==> config.mk <==
export PLATFORM = sky130hd
export DESIGN_NAME = fault_status_bank
export DESIGN_NICKNAME = d
export VERILOG_FILES = /design/src/verilog/fault_pkg.sv /design/src/verilog/fault_status_bank.sv /design/src/verilog/flag_latch.sv
export VERILOG_INCLUDE_DIRS = /design/src /design/src/verilog
export SDC_FILE = /design/constraint.sdc
export NUM_CORES = 1
export LEC_CHECK = 0
export CORE_UTILIZATION = 46
export DETAILED_ROUTE_END_ITERATION = 10
export DONT_BUFFER_PORTS = 1
export RECOVER_POWER = 100
export REMOVE_ABC_BUFFERS = 1
export SYNTH_ARGS = -nofsm -noshare
export SYNTH_HDL_FRONTEND = slang
export SYNTH_SLANG_ARGS = --single-unit
==> constraint.sdc <==
create_clock -name clk_sys -period 2.3 [get_ports clk_sys]
set_input_delay 0.69 -clock clk_sys [delete_from_list [all_inputs] [get_ports clk_sys]]
set_output_delay 0.69 -clock clk_sys [all_outputs]
set_load 0.01 [all_outputs]
==> src/verilog/fault_consts.svh <==
// constants for the global and overcurrent fault status register bank
`ifndef FAULT_CONSTS_SVH
`define FAULT_CONSTS_SVH
`define SEL_GLOBAL 5'h06
`define SEL_OC_A 5'h16
`define SEL_OC_B 5'h0E
`define ADDR_CLR_BIT 7
`define ADDR_SEL_HI 6
`define ADDR_SEL_LO 2
`define ADDR_TAIL_BIT 1
`define ADDR_ONE_BIT 0
`define BIT_PROTO 7
`define BIT_LOAD 6
`define BIT_UV 5
`define BIT_OV 4
`define BIT_NO_POWER_ON_RESET_FLAG 3
`define BIT_TSD 2
`define BIT_PW 1
`define BIT_RSVD 0
`define GLOBAL_RC_MASK 8'hB6
`define OC_CLR_MASK 8'hFF
`define FLAGS_RESET 8'h00
`define NO_POWER_ON_RESET_FLAG_RESET 1'b0
`endif

==> src/verilog/fault_pkg.sv <==
// types shared by the fault status bank
`default_nettype none
`include "fault_consts.svh"
package fault_pkg;
  typedef logic [7:0] status_byte_t;
  typedef enum logic [4:0] {
    SEL_GLOBAL_E = `SEL_GLOBAL,
    SEL_OC_A_E = `SEL_OC_A,
    SEL_OC_B_E = `SEL_OC_B
  } reg_sel_t;
endpackage
`default_nettype wire

==> src/verilog/fault_status_bank.sv <==
// global and overcurrent status registers behind the serial command port
`timescale 1ns/1ns
`default_nettype none
`include "fault_consts.svh"
module fault_status_bank (
  // clock and reset
  input wire logic clk_sys,
  input wire logic sys_rst,
  // decoded command: address byte of a 16-bit frame
  input wire logic cmd_valid,
  input wire logic [7:0] cmd_addr,
  // response byte for the data half of the frame
  output logic rsp_valid,
  output fault_pkg::status_byte_t rsp_data,
  // fault detectors, high while the condition is present
  input wire logic proto_err,
  input wire logic supply_uv,
  input wire logic supply_ov,
  input wire logic thermal_sd,
  input wire logic thermal_pw,
  input wire logic [15:0] oc_detect,
  // flags latched outside this bank, feeding the summary
  input wire logic [7:0] oc_upper_flags,
  input wire logic [23:0] ol_flags,
  // power stage controls and status
  output logic [15:0] switch_off,
  output logic all_outputs_off,
  output logic load_fault_summary
);
  import fault_pkg::*;

  // ==========================================
  // command decode
  function automatic logic is_sel(input logic [7:0] addr, input reg_sel_t sel);
    is_sel = addr[`ADDR_SEL_HI:`ADDR_SEL_LO] == sel;
  endfunction

  logic clr_cmd;
  logic hit_global;
  logic hit_oc_a;
  logic hit_oc_b;
  logic bad_frame;
  assign clr_cmd = cmd_valid && cmd_addr[`ADDR_CLR_BIT];
  assign hit_global = is_sel(cmd_addr, SEL_GLOBAL_E);
  assign hit_oc_a = is_sel(cmd_addr, SEL_OC_A_E);
  assign hit_oc_b = is_sel(cmd_addr, SEL_OC_B_E);
  // address byte must end in one
  assign bad_frame = cmd_valid && !cmd_addr[`ADDR_ONE_BIT];

  // ==========================================
  // latched flags
  status_byte_t glob_set;
  status_byte_t glob_clr;
  status_byte_t glob_flags;
  status_byte_t oc_a;
  status_byte_t oc_b;
  status_byte_t oc_a_clr;
  status_byte_t oc_b_clr;

  always_comb begin
    glob_set = `FLAGS_RESET;
    glob_set[`BIT_PROTO] = proto_err || bad_frame;
    glob_set[`BIT_UV] = supply_uv;
    glob_set[`BIT_OV] = supply_ov;
    glob_set[`BIT_TSD] = thermal_sd;
    glob_set[`BIT_PW] = thermal_pw;
    glob_clr = (clr_cmd && hit_global) ? `GLOBAL_RC_MASK : `FLAGS_RESET;
    oc_a_clr = (clr_cmd && hit_oc_a) ? `OC_CLR_MASK : `FLAGS_RESET;
    oc_b_clr = (clr_cmd && hit_oc_b) ? `OC_CLR_MASK : `FLAGS_RESET;
  end

  // detectors held high re-set their flag even in the clearing cycle
  flag_latch u_global (
    .clk_sys(clk_sys),
    .sys_rst(sys_rst),
    .set_bits(glob_set),
    .clr_bits(glob_clr),
    .flags(glob_flags)
  );

  flag_latch u_oc_a (
    .clk_sys(clk_sys),
    .sys_rst(sys_rst),
    .set_bits(oc_detect[7:0]),
    .clr_bits(oc_a_clr),
    .flags(oc_a)
  );

  flag_latch u_oc_b (
    .clk_sys(clk_sys),
    .sys_rst(sys_rst),
    .set_bits(oc_detect[15:8]),
    .clr_bits(oc_b_clr),
    .flags(oc_b)
  );

  // ==========================================
  // reset indicator: cleared to one by the host
  logic no_power_on_reset_flag_r;
  logic no_power_on_reset_flag_nxt;

  always_comb begin
    no_power_on_reset_flag_nxt = no_power_on_reset_flag_r;
    if (clr_cmd && hit_global) begin
      no_power_on_reset_flag_nxt = 1'b1;
    end
  end

  always_ff @(posedge clk_sys or posedge sys_rst) begin
    if (sys_rst) begin
      no_power_on_reset_flag_r <= `NO_POWER_ON_RESET_FLAG_RESET;
    end else begin
      no_power_on_reset_flag_r <= no_power_on_reset_flag_nxt;
    end
  end

  // ==========================================
  // summary and power stage
  assign load_fault_summary = (|oc_a) || (|oc_b) || (|oc_upper_flags)
    || (|ol_flags);
  assign switch_off = {oc_b, oc_a};
  assign all_outputs_off = glob_flags[`BIT_UV] || glob_flags[`BIT_OV]
    || glob_flags[`BIT_TSD];

  status_byte_t glob_view;
  always_comb begin
    glob_view = glob_flags;
    glob_view[`BIT_LOAD] = load_fault_summary;
    glob_view[`BIT_NO_POWER_ON_RESET_FLAG] = no_power_on_reset_flag_r;
    glob_view[`BIT_RSVD] = 1'b0;
  end

  // ==========================================
  // response: value before any clear of this frame
  logic rsp_valid_r;
  logic rsp_valid_nxt;
  status_byte_t rsp_data_r;
  status_byte_t rsp_data_nxt;

  always_comb begin
    rsp_valid_nxt = cmd_valid;
    rsp_data_nxt = rsp_data_r;
    if (cmd_valid) begin
      if (hit_global) begin
        rsp_data_nxt = glob_view;
      end else if (hit_oc_a) begin
        rsp_data_nxt = oc_a;
      end else if (hit_oc_b) begin
        rsp_data_nxt = oc_b;
      end else begin
        rsp_data_nxt = `FLAGS_RESET;
      end
    end
  end

  always_ff @(posedge clk_sys or posedge sys_rst) begin
    if (sys_rst) begin
      rsp_valid_r <= 1'b0;
      rsp_data_r <= `FLAGS_RESET;
    end else begin
      rsp_valid_r <= rsp_valid_nxt;
      rsp_data_r <= rsp_data_nxt;
    end
  end

  assign rsp_valid = rsp_valid_r;
  assign rsp_data = rsp_data_r;

  // ==========================================
  // checks
  property p_proto_flag;
    @(posedge clk_sys) disable iff (sys_rst)
    proto_err |=> glob_flags[`BIT_PROTO];
  endproperty
  a_proto_flag: assert property (p_proto_flag)
    else $error("protocol error not latched");

  // any switch overcurrent must show in the summary one edge later
  property p_summary;
    @(posedge clk_sys) disable iff (sys_rst)
    (|oc_detect) |=> load_fault_summary;
  endproperty
  a_summary: assert property (p_summary)
    else $error("summary misses overcurrent");

  property p_summary_drop;
    @(posedge clk_sys) disable iff (sys_rst)
    (clr_cmd && hit_oc_a && oc_b == 8'h00 && oc_detect == 16'h0000
      && oc_upper_flags == 8'h00 && ol_flags == 24'h000000) |=> !load_fault_summary;
  endproperty
  a_summary_drop: assert property (p_summary_drop)
    else $error("summary stuck after clear");

  property p_uv_off;
    @(posedge clk_sys) disable iff (sys_rst)
    supply_uv |=> glob_flags[`BIT_UV] && all_outputs_off;
  endproperty
  a_uv_off: assert property (p_uv_off)
    else $error("undervoltage not handled");

  property p_ov_off;
    @(posedge clk_sys) disable iff (sys_rst)
    supply_ov |=> glob_flags[`BIT_OV] && all_outputs_off;
  endproperty
  a_ov_off: assert property (p_ov_off)
    else $error("overvoltage not handled");

  property p_no_power_on_reset_flag_rise;
    @(posedge clk_sys) disable iff (sys_rst)
    $rose(no_power_on_reset_flag_r) |-> $past(clr_cmd && hit_global);
  endproperty
  a_no_power_on_reset_flag_rise: assert property (p_no_power_on_reset_flag_rise)
    else $error("reset flag rose without clear");

  property p_tsd_off;
    @(posedge clk_sys) disable iff (sys_rst)
    thermal_sd |=> glob_flags[`BIT_TSD] && all_outputs_off;
  endproperty
  a_tsd_off: assert property (p_tsd_off)
    else $error("shutdown not handled");

  property p_pw_only;
    @(posedge clk_sys) disable iff (sys_rst)
    (thermal_pw && !all_outputs_off && !supply_uv && !supply_ov && !thermal_sd)
      |=> glob_flags[`BIT_PW] && !all_outputs_off;
  endproperty
  a_pw_only: assert property (p_pw_only)
    else $error("prewarning misbehaves");

  property p_rsvd_zero;
    @(posedge clk_sys) disable iff (sys_rst)
    (cmd_valid && hit_global) |=> rsp_valid && !rsp_data[`BIT_RSVD];
  endproperty
  a_rsvd_zero: assert property (p_rsvd_zero)
    else $error("reserved bit set");

  property p_read_clear;
    @(posedge clk_sys) disable iff (sys_rst)
    (clr_cmd && hit_oc_a && oc_detect[7:0] == 8'h00) |=> oc_a == 8'h00
      && rsp_data == $past(oc_a);
  endproperty
  a_read_clear: assert property (p_read_clear)
    else $error("read and clear failed");

  property p_switch_off;
    @(posedge clk_sys) disable iff (sys_rst)
    oc_detect[15] |=> switch_off[15] && oc_b[7];
  endproperty
  a_switch_off: assert property (p_switch_off)
    else $error("switch not disabled");
endmodule
`default_nettype wire

==> src/verilog/flag_latch.sv <==
// sticky flag byte: set wins over clear
`timescale 1ns/1ns
`default_nettype none
`include "fault_consts.svh"
module flag_latch (
  // clock and reset
  input wire logic clk_sys,
  input wire logic sys_rst,
  // set and clear strobes, one per bit
  input wire fault_pkg::status_byte_t set_bits,
  input wire fault_pkg::status_byte_t clr_bits,
  // latched flags
  output fault_pkg::status_byte_t flags
);
  import fault_pkg::*;
  status_byte_t flags_r;
  status_byte_t flags_nxt;

  always_comb begin
    flags_nxt = (flags_r & ~clr_bits) | set_bits;
  end

  always_ff @(posedge clk_sys or posedge sys_rst) begin
    if (sys_rst) begin
      flags_r <= `FLAGS_RESET;
    end else begin
      flags_r <= flags_nxt;
    end
  end

  assign flags = flags_r;
endmodule
`default_nettype wire
Word level (Yosys, flattened, before mapping). Cells that the tools add are included.

Output and inout port bits: 27. Register bits: 34.

Bitwise logic cells: 9. Reduce and logical (&&, ||, !) cells: 16. Equal/unequal tests: 3. Mux-type cells: 6.

Operator list (number): $mux W8 (6); $and A8 B8 Y8 (3); $not A8 Y8 (3); $or A8 B8 Y8 (3); $reduce_or A24 Y1 (1); $reduce_or A8 Y1 (3); $logic_or A1 B1 Y1 (6); $eq A5 B3 Y1 const B (1); $eq A5 B4 Y1 const B (1); $eq A5 B5 Y1 const B (1); $logic_and A1 B1 Y1 (5); $logic_not A1 Y1 (1).

Logic depth before layout (Yosys ltp). Gate-level depths: netlist of the first run.

Word-level depth: 6. Mapped depth: 6.

Modules after synthesis. A second synthesis of the first run with hierarchy kept.

Cell total of the unflattened synthesis: 157. Area total of the unflattened synthesis: 1612.8 µm².

By module, submodules not included: flag_latch (times used 3, cells each 25, area each 294.0 µm², seq. area each 200.2 µm²); fault_status_bank (times used 1, cells each 82, area each 730.7 µm², seq. area each 250.2 µm²).

Worst setup path after synthesis of the first run. Ideal clock, no wire load.

Kind: input to output. From: input ol_flags[16]. To: output load_fault_summary. Path buffers: 0. Stages on the path: 4. Data arrival time: 1.397 ns. Required time: 1.610 ns. Setup slack: 0.213 ns. Path through: nor4_1 > nand4_1 > nor3_1 > nand2_1.

Cells in the longest elaborated chain, start to end: 2.

RTL lines: start, declared (line fault_status_bank.sv:24) `input wire logic [23:0] ol_flags,`; $reduce_or A24 Y1 (line fault_status_bank.sv:120) `|| (|ol_flags);`; $logic_or A1 B1 Y1 (line fault_status_bank.sv:120); end, declared (line fault_status_bank.sv:28) `output logic load_fault_summary`.

No other way between the ends.

Final worst setup path of the first run.
From: register u_oc_a.flags_r[0], in the netlist u_oc_a.flags[0]. To: output load_fault_summary.

Cells in the longest elaborated chain, start to end: 4.

RTL lines: start, declared (line flag_latch.sv:16) `status_byte_t flags_r;`; start signal, assigned (line flag_latch.sv:25) `` flags_r <= `FLAGS_RESET; ``; start signal, assigned (line flag_latch.sv:27) `flags_r <= flags_nxt;`; $reduce_or A8 Y1 (line fault_status_bank.sv:119) `assign load_fault_summary = (|oc_a) || (|oc_b) || (|oc_upper_flags)`; $logic_or A1 B1 Y1 (2 in series) (line fault_status_bank.sv:119); $logic_or A1 B1 Y1 (line fault_status_bank.sv:120).

No other way between the ends.

==> results_dict.tcl, run 1 <==
set metrics [dict create \
    fin_crit_ns 2.21 \
    die_h_um 57.3 \
    yosysTopAreaCellShare_pct 55.2 \
    fin_cells 159 \
    synthSimpleGateAreaFrac_pct 17.3 \
    p_leak_uw 0.000502 \
    cts_sinks 31 \
    overflow 0 \
    slew_headroom_pct -5.20 \
    period_share_pct 96.0 \
    hp-class "input pin to flip-flop" \
    finalSetupTns_ns 0 \
    status "complete, but fails checks" \
    yosysSeqAreaShare_pct 55.2 \
    yosysMostFrequentCell "dfrtp_1" \
    grt_pass1_vias 1165 \
    drtAntennaViolNets 0 \
    syn-cell-area_um2 1410 \
    place_ws_ns 0.0524 \
    synth_area_leaders "dfrtp_1 (55%), a21o_1 (11%), nor4_1 (5.3%), a32oi_1 (4.4%), o2bb2ai_1 (4.4%)" \
    synth_seq_cells 31 \
    die_w_um 57.3 \
    grt_max_degree 32 \
    worstPathArrival_ns 1.52 \
    firstDrtPassIters 8 \
    power_density_nw_per_um2 612 \
    path_clk_slew_ns 0.10 \
    cts_tree "built" \
    utilization_pct 52.7 \
    vias 1063 \
    synth.largest_area_cell "dfrtp_1" \
    wirelength_mm 3.34 \
    synth_xor_area_share_pct 0 \
    clock_latency_ns 0.32 \
    hold_violations 0 \
    antenna_found_initial 0 \
    cts_buffers 5 \
    layout_setup_ws_ns 0.0921 \
    cts-hold-fix-buffers 0 \
    finalHoldWorstSlack_ns 0.386 \
    ys_top_cells_by_count "dfrtp_1 (31), a21o_1 (20), nor4_1 (12)" \
    fp.dieArea_um2 3280 \
    slew_violations 32 \
    rsz0062_at_grt "true" \
    cp_data_required_time_ns 1.61 \
    area_growth_pct 5.96 \
    drc 10 \
    async_flop_share_pct 100 \
    cap_violations 1 \
    cts_max_level 2 \
    design.core.area_um2 2830 \
    grt_pass1_wl_mm 5.36 \
    synth_cell_types 27 \
    setup.worst_path.end_class "output pin" \
    drive_above_1_share_pct 10.9 \
    track_usage_pct 22.1 \
    numPlacedInstances 150 \
    nets 191 \
    synth_top_flop_cell "dfrtp_1" \
    report.final.setup_viol 0 \
    synth_top_family_by_area "compound AO/OA/AOI/OAI gates" \
    rows 19 \
    syn_inst 121 \
    synth-compound-area-share_pct 24.3 \
    tightest_slew_ns 1.58 \
    ys.warnings.count 0 \
    cts_max_path_buffers 2 \
    violations "design-rule violations, max-capacitance violations, max-slew violations" \
    wl_per_cell_um 21.0 \
    skew_ns 0.0141 \
    ir_worst_vdd_uv 316 \
    initial_core_util_pct 49.7 \
    io_pins 91 \
    synth_edf_count 0 \
    critPathKind "flip-flop to output pin" \
    rrSetupSlack_ns 0.89 \
    syn_area_per_cell_um2 11.6 \
    fmax_ghz 0.453 \
    synthMuxAreaShare_pct 0 \
    n_antenna_cell 0 \
    cp_max_fo 4 \
    drt_iter0_markers 66 \
    yosys.area_share.adder_pct 0 \
    clock-root-buffer "clkbuf_4" \
    gp_congestion 0.761 \
    hpwl_mm 2.57 \
    io_buffer_count 0 \
    crit_path_start_kind "flip-flop" \
    vias_per_cell 6.69 \
]
-- registers in the layout (all words and copies together) (netlist names) --
| name | cells |
|---|---|
| no_power_on_reset_flag_r | 1 |
| rsp_data | 8 |
| rsp_valid | 1 |
| u_global.flags | 5 |
| u_oc_a.flags | 8 |
| u_oc_b.flags | 8 |
-- path summary, 6_finish.rpt --
| path | start | end | cells after the start |
|---|---|---|---|
| max | u_oc_a.flags[0] | load_fault_summary | 4 |
| max reg2reg | u_oc_a.flags[0] | rsp_data[6] | 5 |
| min in group asynchronous | sys_rst | rsp_data[7] | 2 |
| max in group asynchronous | sys_rst | u_oc_a.flags[3] | 2 |
| min reg2reg | no_power_on_reset_flag_r | no_power_on_reset_flag_r | 1 |
| min | cmd_valid | rsp_valid | 0 |
-- through the flow --
step | area, µm² | total power [µW]
detailed placement | 1430 | 634
floorplan | 1380 | 620
finish | 1490 | 911
global route | 1490 | 958
CTS | 1480 | 925
global placement | 1430 | 633
-- cell type report --
| type | instances | area, µm² |
|---|---|---|
| Clock buffer | 7 | 45.0 |
| Clock inverter | 1 | 5.00 |
| Fill cell | 256 | 1340 |
| Inverter | 4 | 15.0 |
| Multi-Input combinational cell | 82 | 593 |
| Sequential cell | 31 | 778 |
| Tap cell | 31 | 38.8 |
| Timing Repair Buffer | 3 | 15.0 |
-- cells by family (layout without fill, tap and decap cells) --
family                 after synthesis  count (layout)
AOI/OAI and AO/OA                   45              45
buffers and inverters                8              15
DFF                                 31              31
and+or+nand+nor                     37              37
-- where the power goes --
group          internal (µW)  switching [µW]
sequential               559            16.9
combinational           18.2            26.2
clock                    119             172
total                    697             215
-- layer usage --
layer | vias up | global-route usage, % | part of all wire (%)
li1 | 485 | - | -
met1 | 501 | 25.3 | 38
met3 | 7 | 7.94 | 9.1
met2 | 70 | 38.5 | 52
met5 | - | 0 | 0
met4 | 0 | 7.32 | 1.2
-- what timing repair did --
item | in CTS | in global routing
hold endpoints to repair | 0 | 0
resized for setup | 0 | 7
setup endpoints to repair | 0 | 1
setup buffers | 0 | 1
-- critical path, stage by stage (launching register included) --
cell,delay [ns]
dfrtp_1,0.45
nor4_1,0.29
nand2_1,0.13
nor3_2,0.23
nand2_2,0.11
-- cell usage in the layout (no fill, tap or decap), drive strengths merged, types with 7 or more instances in the layout --
master,instances
dfrtp,31
o21ai,7
nor4,12
o2bb2ai,7
clkbuf,9
a32oi,7
a21o,20
nand2,7
(Power assumes the default switching activity.)
==> run 2, diff against run 1 <==
CTS_BUF_LIST = sky130_fd_sc_hd__clkbuf_4 sky130_fd_sc_hd__clkbuf_8   (was default)
==> results_dict.tcl, run 2 (synthesized netlist as in run 1, its figures left out) <==
set metrics [dict create \
    antenna_found_initial 0 \
    worst_r2r_path_depth 5 \
    track_usage_pct 22.1 \
    violations "design-rule violations, max-capacitance violations, max-slew violations" \
    report.final.setup_viol 0 \
    wirelength_mm 3.34 \
    hpwl_mm 2.57 \
    drt_iter0_markers 62 \
    power_uw 935 \
    crit_path_end "load_fault_summary" \
    crit_path_start_kind "flip-flop" \
    worstPathArrival_ns 1.52 \
    fin_crit_ns 2.21 \
    hold_violations 0 \
    timing.rr.start "u_oc_a.flags[0]" \
    clock-root-buffer "clkbuf_4" \
    initial_core_util_pct 49.7 \
    io_pins 91 \
    period_share_pct 96.0 \
    utilization_pct 52.9 \
    rows 19 \
    crit_path_start "u_oc_a.flags[0]" \
    vias_per_cell 6.69 \
    status "complete, but fails checks" \
    drive_above_1_share_pct 12.5 \
    dpl_cell_area_um2 1430 \
    path_buf_inv 0 \
    die_h_um 57.3 \
    worst_path_dominant_cell_family "simple AND/OR/NAND/NOR gates" \
    slew_headroom_pct -5.17 \
    p_leak_uw 0.000509 \
    vias 1063 \
    clock_latency_ns 0.32 \
    cts_buffers 5 \
    firstDrtPassIters 8 \
    cap_violations 1 \
    power_density_nw_per_um2 624 \
    cts_max_path_buffers 2 \
    critPathKind "flip-flop to output pin" \
    n_antenna_cell 0 \
    drc 10 \
    grt_pass1_wl_mm 5.36 \
    wl_per_cell_um 21.0 \
    finalSetupTns_ns 0 \
    nets 191 \
    path_clk_slew_ns 0.10 \
    cts_sinks 31 \
    layout_common_cells "dfrtp_1 (29), a21o_1 (20), nor4_1 (10)" \
    path_cells "nor4_1 -> nand2_1 -> nor3_2 -> nand2_2" \
    cp_max_fo 4 \
    grt_pass1_vias 1165 \
    setup.worst_path.end_class "output pin" \
    tightest_slew_ns 1.58 \
    cts-hold-fix-buffers 0 \
    design_area_um2 1500 \
    holdPathStages 0 \
    fp.dieArea_um2 3280 \
    fill_cells 252 \
    rsz0062_at_grt "true" \
    max_stage_delay_ns 0.45 \
    worstReg2RegEnd "rsp_data[6]" \
    fmax_ghz 0.453 \
    cpMaxStageDelayCell "dfrtp_1" \
    io_buffer_count 0 \
    hp-class "input pin to flip-flop" \
    grt_max_degree 32 \
    critical_path_depth 4 \
    area_growth_pct 6.49 \
    design.core.area_um2 2830 \
    cts_tree "built" \
    slew_violations 32 \
    gp_congestion 0.761 \
    overflow 0 \
    rrSetupSlack_ns 0.89 \
    skew_ns 0.0141 \
    cts_max_level 2 \
    die_w_um 57.3 \
    ir_worst_vdd_uv 317 \
    layout_commonest_cell "dfrtp_1" \
    cp_data_required_time_ns 1.61 \
    drtAntennaViolNets 0 \
]
run 2: cell counts in the layout (fill, tap and decap cells not counted):
No cell type changed its count.
run 2: layout make-up:
| type | count | area, µm² | share of cell area, % |
|---|---|---|---|
| inverters | 4 | 15.0 | 1.00 |
| clock inverters | 1 | 5.00 | 0.334 |
| repair buffers | 3 | 15.0 | 1.00 |
| multi-input cells | 82 | 593 | 39.6 |
| flip-flops and latches | 31 | 778 | 52.0 |
| clock buffers | 7 | 52.6 | 3.51 |
| well taps | 31 | 38.8 | 2.59 |
run 2: through the flow:
step | worst slack (ns) | hold slack, ns | cells
after floorplan | 0.213 | 0.429 | 117
after global placement | 0.0791 | 0.445 | 150
after detailed placement | 0.0524 | 0.453 | 150
after CTS | 0.0312 | 0.327 | 158
after global routing | -0.0265 | 0.357 | 159
final | 0.0921 | 0.386 | 159
run 2: report_power, final:
part / switching, µW / internal [µW] / total (µW) / leakage, µW
Clock: 172 / 143 / 314 / 0.0000361
Combinational: 26.2 / 18.2 / 44.4 / 0.000157
Sequential: 16.9 / 559 / 576 / 0.000316
Total: 215 / 720 / 935 / 0.000509
run 2: worst min path at each step:
stage	startpoint	end	slack, ns
6_report	cmd_valid	rsp_valid	0.39
5_1_grt	cmd_valid	rsp_valid	0.36
4_1_cts	sys_rst	rsp_data[7]	0.33
3_5_place_dp	no_power_on_reset_flag_r	no_power_on_reset_flag_r	0.45
3_3_place_gp	no_power_on_reset_flag_r	no_power_on_reset_flag_r	0.44
2_1_floorplan	no_power_on_reset_flag_r	no_power_on_reset_flag_r	0.43
run 2: per-layer routing:
metal,track usage [%],part of all wire (%),up-vias
li1,-,-,485
met1,25.3,38,501
met2,38.5,52,70
met3,7.94,9.1,7
met4,7.32,1.2,0
met5,0,0,-
run 2: timing repair:
item	4_1_cts	5_1_grt
gates resized for setup	0	7
setup endpoints to repair	0	1
setup buffers	0	1
